--- config.mk ---
export PLATFORM = sky130hd
export DESIGN_NAME = bcc_burst_ctrl
export DESIGN_NICKNAME = d
export VERILOG_FILES = /design/src/inc/bcc_pkg.sv /design/src/rtl/bcc_stage.sv /design/src/rtl/bcc_burst_ctrl.sv
export SDC_FILE = /design/constraint.sdc
export NUM_CORES = 1
export LEC_CHECK = 0
export ABC_AREA = 1
export BUFFER_PORTS_ARGS = -buffer_cell sky130_fd_sc_hd__clkbuf_2
export CAP_MARGIN = 20
export CORE_ASPECT_RATIO = 1.25
export CORE_MARGIN = 3
export CORE_UTILIZATION = 41
export DETAILED_ROUTE_END_ITERATION = 8
export GPL_ROUTABILITY_DRIVEN = 0
export PLACE_DENSITY = 0.65
export SLEW_MARGIN = 40
export SYNTH_ARGS = -nofsm -noshare
export SYNTH_HDL_FRONTEND = slang
export SYNTH_HIERARCHICAL = 1
export SYNTH_SLANG_ARGS = --single-unit
--- constraint.sdc ---
create_clock -name sys_clk -period 1.44 [get_ports sys_clk]
set_input_delay 0.072 -clock sys_clk [delete_from_list [all_inputs] [get_ports sys_clk]]
set_output_delay 0.072 -clock sys_clk [all_outputs]
set_load 0.01 [all_outputs]
--- src/inc/bcc_pkg.sv ---
package bcc_pkg;
  // ------------------------------------------------------------
  // counter geometry
  // ------------------------------------------------------------
  localparam int BCC_CNT_W     = 11;
  localparam int BCC_LSB_W     = 3;
  localparam int BCC_STAGE_W   = 4;
  localparam int BCC_BYTE_W    = 8;
  localparam int BCC_HI_USED_W = 3;
  // ------------------------------------------------------------
  // reset values and marks
  // ------------------------------------------------------------
  localparam logic [7:0]  BCC_BYTE_RST  = 8'h00;
  localparam logic [10:0] BCC_CNT_RST   = 11'h000;
  localparam logic [10:0] BCC_CNT_ONE   = 11'h001;
  localparam logic [2:0]  BCC_LSB_ONE   = 3'h1;
  localparam logic [3:0]  BCC_STAGE_RST = 4'h0;
  localparam logic [3:0]  BCC_STAGE_MAX = 4'hf;

  typedef enum logic [1:0] {
    BCC_IDLE,
    BCC_STANDBY,
    BCC_COUNT,
    BCC_DONE
  } bcc_state_t;
endpackage

--- src/rtl/bcc_stage.sv ---
`timescale 1ns/1ps
`default_nettype none
// ------------------------------------------------------------
// one 4-bit down-counter stage with preset and terminal count
// ------------------------------------------------------------
module bcc_stage
  import bcc_pkg::*;
(
  input  wire logic       sys_clk,
  input  wire logic       rst_n,
  input  wire logic       load,
  input  wire logic [3:0] preset,
  input  wire logic       enable,
  input  wire logic       borrow_in,
  output logic [3:0]      value_reg,
  output logic            zero
);
  always_ff @(posedge sys_clk or negedge rst_n) begin
    if (!rst_n) begin
      value_reg <= BCC_STAGE_RST;
    end else if (load) begin
      value_reg <= preset;
    end else if (enable && borrow_in) begin
      value_reg <= value_reg - 4'h1;
    end
  end

  assign zero = (value_reg == BCC_STAGE_RST);
endmodule
`default_nettype wire

--- src/rtl/bcc_burst_ctrl.sv ---
`timescale 1ns/1ps
`default_nettype none
module bcc_burst_ctrl
  import bcc_pkg::*;
(
  input  wire logic       sys_clk,
  input  wire logic       rst_n,
  input  wire logic [7:0] data_in,
  input  wire logic       burst_low_byte_strobe_n,
  input  wire logic       burst_high_byte_strobe_n,
  input  wire logic       counter_load_strobe_n,
  input  wire logic       ext_trigger,
  input  wire logic       manual_trigger_key,
  input  wire logic       period_pulse,
  output logic            burst_clock_en_reg,
  output logic            burst_on_n_reg,
  output logic            blocking_reg,
  output logic            counter_enable_reg,
  output logic [10:0]     count_reg
);
  // ------------------------------------------------------------
  // input synchronisers
  // ------------------------------------------------------------
  logic [6:0] sync1_reg;
  logic [6:0] sync2_reg;
  logic [6:0] prev_reg;
  logic [6:0] raw_in;

  assign raw_in = {period_pulse, manual_trigger_key, ext_trigger,
                   counter_load_strobe_n, burst_high_byte_strobe_n,
                   burst_low_byte_strobe_n, 1'b0};

  always_ff @(posedge sys_clk or negedge rst_n) begin
    if (!rst_n) begin
      sync1_reg <= 7'h0e;
      sync2_reg <= 7'h0e;
      prev_reg  <= 7'h0e;
    end else begin
      sync1_reg <= raw_in;
      sync2_reg <= sync1_reg;
      prev_reg  <= sync2_reg;
    end
  end

  // data bus is stable around the strobe, two flops keep it clean
  logic [7:0] data_s1_reg;
  logic [7:0] data_s2_reg;
  always_ff @(posedge sys_clk or negedge rst_n) begin
    if (!rst_n) begin
      data_s1_reg <= BCC_BYTE_RST;
      data_s2_reg <= BCC_BYTE_RST;
    end else begin
      data_s1_reg <= data_in;
      data_s2_reg <= data_s1_reg;
    end
  end

  // strobes act on their falling edge, like the latch enables
  logic lo_fall;
  logic hi_fall;
  logic load_fall;
  logic trig_rise;
  logic pulse_rise;
  assign lo_fall    = prev_reg[1] & ~sync2_reg[1];
  assign hi_fall    = prev_reg[2] & ~sync2_reg[2];
  assign load_fall  = prev_reg[3] & ~sync2_reg[3];
  assign trig_rise  = (~prev_reg[4] & sync2_reg[4]) |
                      (~prev_reg[5] & sync2_reg[5]);
  assign pulse_rise = ~prev_reg[6] & sync2_reg[6];

  // ------------------------------------------------------------
  // burst number acceptors
  // ------------------------------------------------------------
  logic [7:0] low_byte_reg;
  logic [7:0] high_byte_reg;
  always_ff @(posedge sys_clk or negedge rst_n) begin
    if (!rst_n) begin
      low_byte_reg  <= BCC_BYTE_RST;
      high_byte_reg <= BCC_BYTE_RST;
    end else begin
      if (lo_fall) begin
        low_byte_reg <= data_s2_reg;
      end
      if (hi_fall) begin
        high_byte_reg <= data_s2_reg;
      end
    end
  end

  logic [10:0] preset;
  assign preset = {high_byte_reg[2:0], low_byte_reg};

  // ------------------------------------------------------------
  // control state
  // ------------------------------------------------------------
  bcc_state_t state_reg;
  logic       tick;
  logic       at_one;
  assign at_one = (count_reg == BCC_CNT_ONE);
  // only pulses while burst is active clock the counter
  assign tick = (state_reg == BCC_COUNT) && pulse_rise
                && burst_clock_en_reg;

  always_ff @(posedge sys_clk or negedge rst_n) begin
    if (!rst_n) begin
      state_reg <= BCC_IDLE;
    end else if (load_fall) begin
      state_reg <= BCC_STANDBY;
    end else begin
      case (state_reg)
        BCC_IDLE:    state_reg <= BCC_IDLE;
        BCC_STANDBY: begin
          if (trig_rise) begin
            state_reg <= BCC_COUNT;
          end
        end
        BCC_COUNT: begin
          if (tick && at_one) begin
            state_reg <= BCC_DONE;
          end
        end
        BCC_DONE:    state_reg <= BCC_DONE;
        default:     state_reg <= BCC_IDLE;
      endcase
    end
  end

  always_ff @(posedge sys_clk or negedge rst_n) begin
    if (!rst_n) begin
      counter_enable_reg <= 1'b0;
    end else if (load_fall) begin
      counter_enable_reg <= 1'b0;
    end else begin
      counter_enable_reg <= (state_reg == BCC_COUNT);
    end
  end

  // ------------------------------------------------------------
  // counter: three low flops plus two cascaded stages
  // ------------------------------------------------------------
  logic [2:0] lsb_reg;
  logic [3:0] mid_val;
  logic [3:0] top_val;
  logic       mid_zero;
  logic       top_zero;
  logic       lsb_borrow;
  assign lsb_borrow = (lsb_reg == 3'h0);

  always_ff @(posedge sys_clk or negedge rst_n) begin
    if (!rst_n) begin
      lsb_reg <= 3'h0;
    end else if (load_fall) begin
      lsb_reg <= preset[2:0];
    end else if (tick) begin
      lsb_reg <= lsb_reg - 3'h1;
    end
  end

  bcc_stage u_mid (
    .sys_clk   (sys_clk),
    .rst_n     (rst_n),
    .load      (load_fall),
    .preset    (preset[6:3]),
    .enable    (tick),
    .borrow_in (lsb_borrow),
    .value_reg (mid_val),
    .zero      (mid_zero)
  );

  // upper stage is held off once the blocking flop is set
  bcc_stage u_top (
    .sys_clk   (sys_clk),
    .rst_n     (rst_n),
    .load      (load_fall),
    .preset    (preset[10:7]),
    .enable    (tick && !blocking_reg),
    .borrow_in (lsb_borrow && mid_zero),
    .value_reg (top_val),
    .zero      (top_zero)
  );

  assign count_reg = {top_val, mid_val, lsb_reg};

  // ------------------------------------------------------------
  // blocking flop and burst-active line
  // ------------------------------------------------------------
  always_ff @(posedge sys_clk or negedge rst_n) begin
    if (!rst_n) begin
      blocking_reg <= 1'b0;
    end else if (load_fall) begin
      blocking_reg <= 1'b0;
    end else if (mid_zero && top_zero && state_reg == BCC_COUNT) begin
      blocking_reg <= 1'b1;
    end
  end

  // burst clock enable stays set until the last pulse at count one, then burst_on_n goes low
  always_ff @(posedge sys_clk or negedge rst_n) begin
    if (!rst_n) begin
      burst_clock_en_reg <= 1'b0;
      burst_on_n_reg     <= 1'b1;
    end else if (load_fall) begin
      burst_clock_en_reg <= 1'b0;
      burst_on_n_reg     <= 1'b1;
    end else if (state_reg == BCC_STANDBY && trig_rise) begin
      burst_clock_en_reg <= 1'b1;
      burst_on_n_reg     <= 1'b1;
    end else if (tick && at_one) begin
      burst_clock_en_reg <= 1'b0;
      burst_on_n_reg     <= 1'b0;
    end
  end

  // ------------------------------------------------------------
  // checks
  // ------------------------------------------------------------
  logic load_seen_reg;
  always_ff @(posedge sys_clk or negedge rst_n) begin
    if (!rst_n) begin
      load_seen_reg <= 1'b0;
    end else begin
      load_seen_reg <= load_fall;
    end
  end

  load_preset_a: assert property (
    @(posedge sys_clk) disable iff (!rst_n)
    load_fall |=> count_reg == $past(preset))
    else $error("counter not preset by load");
  load_clear_a: assert property (
    @(posedge sys_clk) disable iff (!rst_n)
    load_fall |=> !blocking_reg && !counter_enable_reg)
    else $error("load did not clear blocking or enable");
  count_down_a: assert property (
    @(posedge sys_clk) disable iff (!rst_n)
    tick && !load_fall |=> count_reg == $past(count_reg) - 11'h001)
    else $error("counter did not step down by one");
  no_trig_hold_a: assert property (
    @(posedge sys_clk) disable iff (!rst_n)
    state_reg == BCC_STANDBY && !trig_rise && !load_fall
    |=> state_reg == BCC_STANDBY)
    else $error("burst started without trigger");
  stop_at_one_a: assert property (
    @(posedge sys_clk) disable iff (!rst_n)
    tick && at_one && !load_fall |=> !burst_clock_en_reg)
    else $error("burst clock not gated at one");
  done_line_a: assert property (
    @(posedge sys_clk) disable iff (!rst_n)
    !burst_on_n_reg |-> count_reg == BCC_CNT_RST)
    else $error("burst line low before count ended");
  block_set_a: assert property (
    @(posedge sys_clk) disable iff (!rst_n)
    mid_zero && top_zero && state_reg == BCC_COUNT && !load_fall
    |=> blocking_reg)
    else $error("blocking flop not set at terminal count");
  latch_low_a: assert property (
    @(posedge sys_clk) disable iff (!rst_n)
    lo_fall |=> low_byte_reg == $past(data_s2_reg))
    else $error("low byte not latched");
  latch_high_a: assert property (
    @(posedge sys_clk) disable iff (!rst_n)
    hi_fall |=> high_byte_reg == $past(data_s2_reg))
    else $error("high byte not latched");
  top_hold_a: assert property (
    @(posedge sys_clk) disable iff (!rst_n)
    blocking_reg && !load_fall |=> top_val == $past(top_val))
    else $error("upper stage moved while blocked");
  trig_start_a: assert property (
    @(posedge sys_clk) disable iff (!rst_n)
    state_reg == BCC_STANDBY && trig_rise && !load_fall
    |=> state_reg == BCC_COUNT && burst_clock_en_reg)
    else $error("trigger in standby did not start burst");
  count_hold_a: assert property (
    @(posedge sys_clk) disable iff (!rst_n)
    !tick && !load_fall |=> $stable(count_reg))
    else $error("counter moved without a burst pulse");
  byte_hold_a: assert property (
    @(posedge sys_clk) disable iff (!rst_n)
    !lo_fall && !hi_fall |=> $stable(preset))
    else $error("burst preset changed without a strobe");

  // blocking ahead of the end shows in any burst with a preset of two or more
  burst_done_c: cover property (@(posedge sys_clk) disable iff (!rst_n)
    state_reg == BCC_COUNT ##1 state_reg == BCC_DONE);
  rearm_c: cover property (@(posedge sys_clk) disable iff (!rst_n)
    state_reg == BCC_DONE ##1 load_seen_reg);
  trig_c: cover property (@(posedge sys_clk) disable iff (!rst_n)
    state_reg == BCC_STANDBY && trig_rise);
  block_early_c: cover property (@(posedge sys_clk) disable iff (!rst_n)
    blocking_reg && state_reg == BCC_COUNT && !at_one);
endmodule
`default_nettype wire

==> flow_metrics.tcl, run 1 <==
set metrics [dict create \
    outcome "complete, no violations" \
    placed_cell_area_um2 2720 \
    min_period_ns 1.37 \
    max-slew-margin-rel_pct 66.7 \
    clockBufferDepth 2 \
    hpwlAfterDp_um 2900 \
    ys_types 20 \
    synth_area_um2 2370 \
    critPathRequiredTime_ns 1.66 \
    drive_gt1_share_pct 32.2 \
    drv_slew 0 \
    power_leakage_nw 1.59 \
    fillCellCount 464 \
    routed_wl_um 4290 \
    mappedNetlistNets 253 \
    timing.rr.end "u_top/value_reg[3]" \
    port-buffer-count 30 \
    post-route-period-util_pct 95.3 \
    cts_tree "done" \
    drt_iter0_drc 133 \
    drc_errors 0 \
    synth_cells 232 \
    grt_overflow_total 0 \
    yosysSeqAreaShare_pct 66.0 \
    h-tree-depth 3 \
    clk_root_buffer_cell "clkbuf_8" \
    tightest_slew_ns 0.499 \
    min_path_type "in2async" \
    area_growth_pct 33.5 \
    numCtsBuffers 9 \
    grt_pass1_wl_um 7360 \
    firstDrtPassIters 4 \
    die_x_um 74.0 \
    avgRoutedWirePerCell_um 11.4 \
    via_count 1680 \
    endpoint_kind "flip-flop" \
    die_height_um 91.0 \
    hold_viol 0 \
    rrSetupSlack_ns 0.07 \
    irDropWorstVdd_mv 0.776 \
    grt_antenna_before_repair 0 \
    ys_seq_elements 62 \
    finalSetupViolCount 0 \
    design_area_um2 3160 \
    power.density_nw_per_um2 1440 \
    hold_slack_ns 0.240 \
    nNetsFinal 327 \
    drtAntennaViolNets 0 \
    cp_max_fo 4 \
    synth_area_per_cell_um2 10.2 \
    clkSinkCount 62 \
    via_per_inst 4.48 \
    path_clk_slew_ns 0.07 \
    arrival_ns 1.60 \
    n_antenna_cell 0 \
    worstRegToRegCells 10 \
    grt_pass1_vias 1650 \
    track_usage_pct 14.3 \
    clock_skew_ns 0.00709 \
    start_kind "flip-flop" \
    clk_latency_ns 0.33 \
    grt_max_degree 26 \
    fp.dieArea_um2 6740 \
    core_area_um2 5520 \
    fmax_mhz 729 \
    initial_utilization_pct 43.0 \
    maxCapViolCount 0 \
    io_pins 31 \
    yosys_warnings 6 \
    rows 30 \
    r2r-start "u_mid/value_reg[0]" \
    critical_path_class "reg2reg" \
]
[cell families after synthesis]
logic type | Yosys count | synth area share (%)
and+or+nand+nor | 100 | 17.5
muxes | 5 | 2.37
buffers and inverters | 38 | 6.23
DFF | 62 | 66.0
AOI/OAI and AO/OA | 20 | 4.54
adders and majority gates | 5 | 2.64
xor gates and xnor gates | 2 | 0.739
[worst max-delay path, cell delays in order (launching register included)]
cell	delay, ns
dfrtp_1	0.39
inv_2	0.08
ha_4	0.13
nand2_2	0.06
nor2_2	0.13
and3_4	0.20
nand2_4	0.06
nand3_1	0.07
nand2_1	0.05
clkinv_1	0.04
nand2_1	0.05
[worst max path at each step]
stage | from | to | slack [ns]
floorplan | u_mid/value_reg[0] | u_top/value_reg[0] | 0.004
global placement | u_mid/value_reg[0] | u_top/value_reg[0] | 0.06
detailed placement | u_mid/value_reg[1] | u_top/value_reg[0] | -0.02
CTS | u_mid/value_reg[1] | u_top/value_reg[0] | 0.007
global route | u_mid/value_reg[0] | u_top/value_reg[0] | -0.01
finish | u_mid/value_reg[0] | u_top/value_reg[3] | 0.07
[final cells by class]
class                      count  area, um^2  area share, %
tap                           64        80.1           2.53
clock inverter                 6        47.5           1.50
inverter                      36         135           4.27
timing repair buffer          65         488           15.4
sequential                    62        1560           49.4
clock buffer                  10         138           4.35
multi-input combinational    132         712           22.5
[metrics by stage]
step	utilization, %	setup WS [ns]	total power [mW]	std cells	TNS (ns)
final	57.3	0.0679	4.56	375	0
after global routing	57.3	-0.0129	4.87	375	-0.0152
after CTS	55.4	0.00701	4.51	367	0
after detailed placement	49.3	-0.0193	3.10	336	-0.0268
after global placement	49.3	0.0650	3.06	336	0
after floorplan	-	0.00379	2.67	232	0
[cells in the mapped netlist (all sizes together)]
cell,instances,area [um^2]
mux2,5,56.3
nand2,60,233
ha,5,62.6
xor2,2,17.5
and3,1,6.26
o21ai,15,75.1
nand3,18,90.1
inv,34,128
clkinv,2,7.51
dfrtp,52,1300
buf,2,12.5
nor2,21,86.3
a21oi,2,10.0
dfstp,10,263
o211ai,3,22.5
[per-layer routing]
layer | share of wire (%) | global-route usage [%] | vias to the layer above
li1 | - | - | 868
met1 | 44 | 16.8 | 771
met2 | 51 | 22.8 | 35
met3 | 3.8 | 4.54 | 6
met4 | 1.3 | 8.01 | 0
met5 | 0 | 0 | -
[cells in the final DEF, fill, tap and decap left out, types with 3 or more instances in the layout]
cell type	count
clkbuf_2	30
nand2_2	5
dfrtp_1	52
nand2_1	54
clkbuf_8	10
inv_2	5
inv_1	29
clkinvlp_4	4
nor2_4	3
nand3_1	18
dlygate4sd3_1	15
ha_1	3
o21ai_0	13
mux2_2	5
nor2_1	16
buf_12	3
dfstp_2	10
o211ai_1	3
buf_4	17
[where the power goes]
group / switching (mW) / internal [mW] / total [mW]
combinational: 0.583 / 0.502 / 1.09
sequential: 0.151 / 1.97 / 2.12
clock: 0.680 / 0.675 / 1.35
total: 1.41 / 3.14 / 4.56
[what timing repair did]
item	4_1_cts	5_1_grt
hold buffers	15	0
setup endpoints to repair	2	8
setup buffers	0	8
gates resized for setup	2	13
pin swaps	1	5
hold endpoints to repair	27	0
Power figures use the tool's default switching activity.
==> run 2: changes to the inputs <==
CAP_MARGIN = default   (was 20)
PLACE_DENSITY = 0.67   (was 0.65)
==> flow_metrics.tcl, run 2 (synthesis gave the netlist of run 1 again) <==
set metrics [dict create \
    critical_path_class "reg2reg" \
    clk_root_buffer_cell "clkbuf_8" \
    dp_slack_ns 0.0142 \
    min_period_ns 1.39 \
    port-buffer-count 30 \
    clk_latency_ns 0.33 \
    endpoint_kind "flip-flop" \
    drc_errors 0 \
    rows 30 \
    swShare_pct 27.8 \
    hold_viol 0 \
    max-slew-margin-rel_pct 67.1 \
    finalSetupViolCount 0 \
    grt_overflow_total 0 \
    final_cell_mix "nand2_1 (53), dfrtp_1 (52), clkbuf_2 (30), inv_1 (29), nand3_1 (18)" \
    routed_wl_um 4170 \
    multiInputGateArea_um2 699 \
    area_growth_pct 32.1 \
    placed_cell_area_um2 2720 \
    power.share.clock_pct 32.5 \
    p_sw_mw 1.30 \
    min_path_type "in2async" \
    drt_iter0_drc 127 \
    via_count 1716 \
    post-route-period-util_pct 96.4 \
    firstDrtPassIters 5 \
    clkSinkCount 62 \
    r2r-start "u_mid/value_reg[0]" \
    setup_slack_ns 0.0525 \
    start_kind "flip-flop" \
    design_area_um2 3130 \
    via_per_inst 4.65 \
    avgRoutedWirePerCell_um 11.3 \
    maxCapViolCount 0 \
    p_seq_share_pct 45.4 \
    hpwlAfterDp_um 2910 \
    h-tree-depth 3 \
    power_leakage_nw 1.57 \
    numCtsBuffers 9 \
    ff_latch_area_um2 1560 \
    power_frac_comb_pct 22.1 \
    clockBufferDepth 2 \
    irDropWorstVdd_mv 0.728 \
    grt_antenna_before_repair 0 \
    cp_max_fo 4 \
    initial_utilization_pct 43.0 \
    drive_gt1_share_pct 29.5 \
    worstRegToRegCells 9 \
    die_height_um 91.0 \
    nNetsFinal 322 \
    rrSetupSlack_ns 0.05 \
    drtAntennaViolNets 0 \
    drv_slew 0 \
    timing.rr.end "u_top/value_reg[0]" \
    cts_tree "done" \
    critPathRequiredTime_ns 1.69 \
    tightest_slew_ns 0.493 \
    io_pins 31 \
    die_x_um 74.0 \
    fillCellCount 476 \
    internal_power_mw 3.38 \
    grt_pass1_vias 1684 \
    outcome "complete, no violations" \
    path_clk_slew_ns 0.06 \
    core_area_um2 5520 \
    grt_max_degree 26 \
    fmax_mhz 721 \
    power.density_nw_per_um2 1490 \
    grt_pass1_wl_um 7290 \
    track_usage_pct 14.5 \
    arrival_ns 1.64 \
    clock_skew_ns 0.00752 \
    utilization_pct 56.8 \
    rsz0062_at_grt "true" \
    hold_slack_ns 0.242 \
    layout_commonest_cell "nand2_1" \
    n_antenna_cell 0 \
    fp.dieArea_um2 6740 \
]
==> run 2: cell types whose count changed in the layout (fill, tap and decap cells not counted), sizes merged <==
cell and delta:
clkinvlp -4, clkbuf +4, buf -5, clkinv -2, bufinv +1
==> run 2: worst max-delay path by stage <==
stage,from,end,slack [ns],cells after the start
floorplan,u_mid/value_reg[0],u_top/value_reg[0],0.004,9
global placement,u_mid/value_reg[0],u_top/value_reg[0],0.08,9
detailed placement,u_mid/value_reg[1],u_top/value_reg[0],0.01,9
CTS,u_mid/value_reg[1],u_top/value_reg[0],0.001,9
global route,u_mid/value_reg[0],u_top/value_reg[0],-0.07,9
finish,u_mid/value_reg[0],u_top/value_reg[0],0.05,9
==> run 2: per-stage QoR <==
stage / TNS (ns) / cells / total power, mW
global route: -0.103 / 369 / 5.01
floorplan: 0 / 232 / 2.67
CTS: 0 / 366 / 4.67
finish: 0 / 369 / 4.68
detailed placement: 0 / 336 / 3.09
global placement: 0 / 336 / 3.05
==> run 2: area by class of cell <==
type	count	share of cell area (%)
clock buffers	14	5.51
clock inverters	1	0.959
inverters	36	4.31
multi-input cells	132	22.3
flip-flops and latches	62	49.9
well taps	64	2.56
repair buffers	60	14.4
==> run 2: power groups by stage <==
stage	logic [mW]	clock network, mW	registers [mW]
finish	1.04	1.52	2.12
global route	1.20	1.66	2.15
CTS	0.977	1.57	2.12
detailed placement	0.941	0	2.15
global placement	0.920	0	2.14
floorplan	0.499	0	2.18
==> run 2: layer usage <==
metal	share of wire (%)	up-vias	track usage [%]
met3	4.7	11	4.98
met2	49	47	22.6
met1	43	797	16.7
met5	0	-	0
met4	3.3	0	8.61
li1	-	861	-
==> run 2: repair_timing <==
item                       4_1_cts  5_1_grt
buffers inserted                 0        3
gates resized for setup          0       12
hold buffers                    15        0
hold endpoints to repair        27        0
setup endpoints to repair        0        8
==> run 2: worst max-delay path, stage by stage, from the launching register on <==
cell and delay [ns]:
dfrtp_1 0.39, inv_2 0.09, ha_4 0.14, nand2_2 0.05, nor2_2 0.11, and3_1 0.17, nand2_2 0.10, nor2_4 0.15
nand2_2 0.05, o211ai_1 0.08
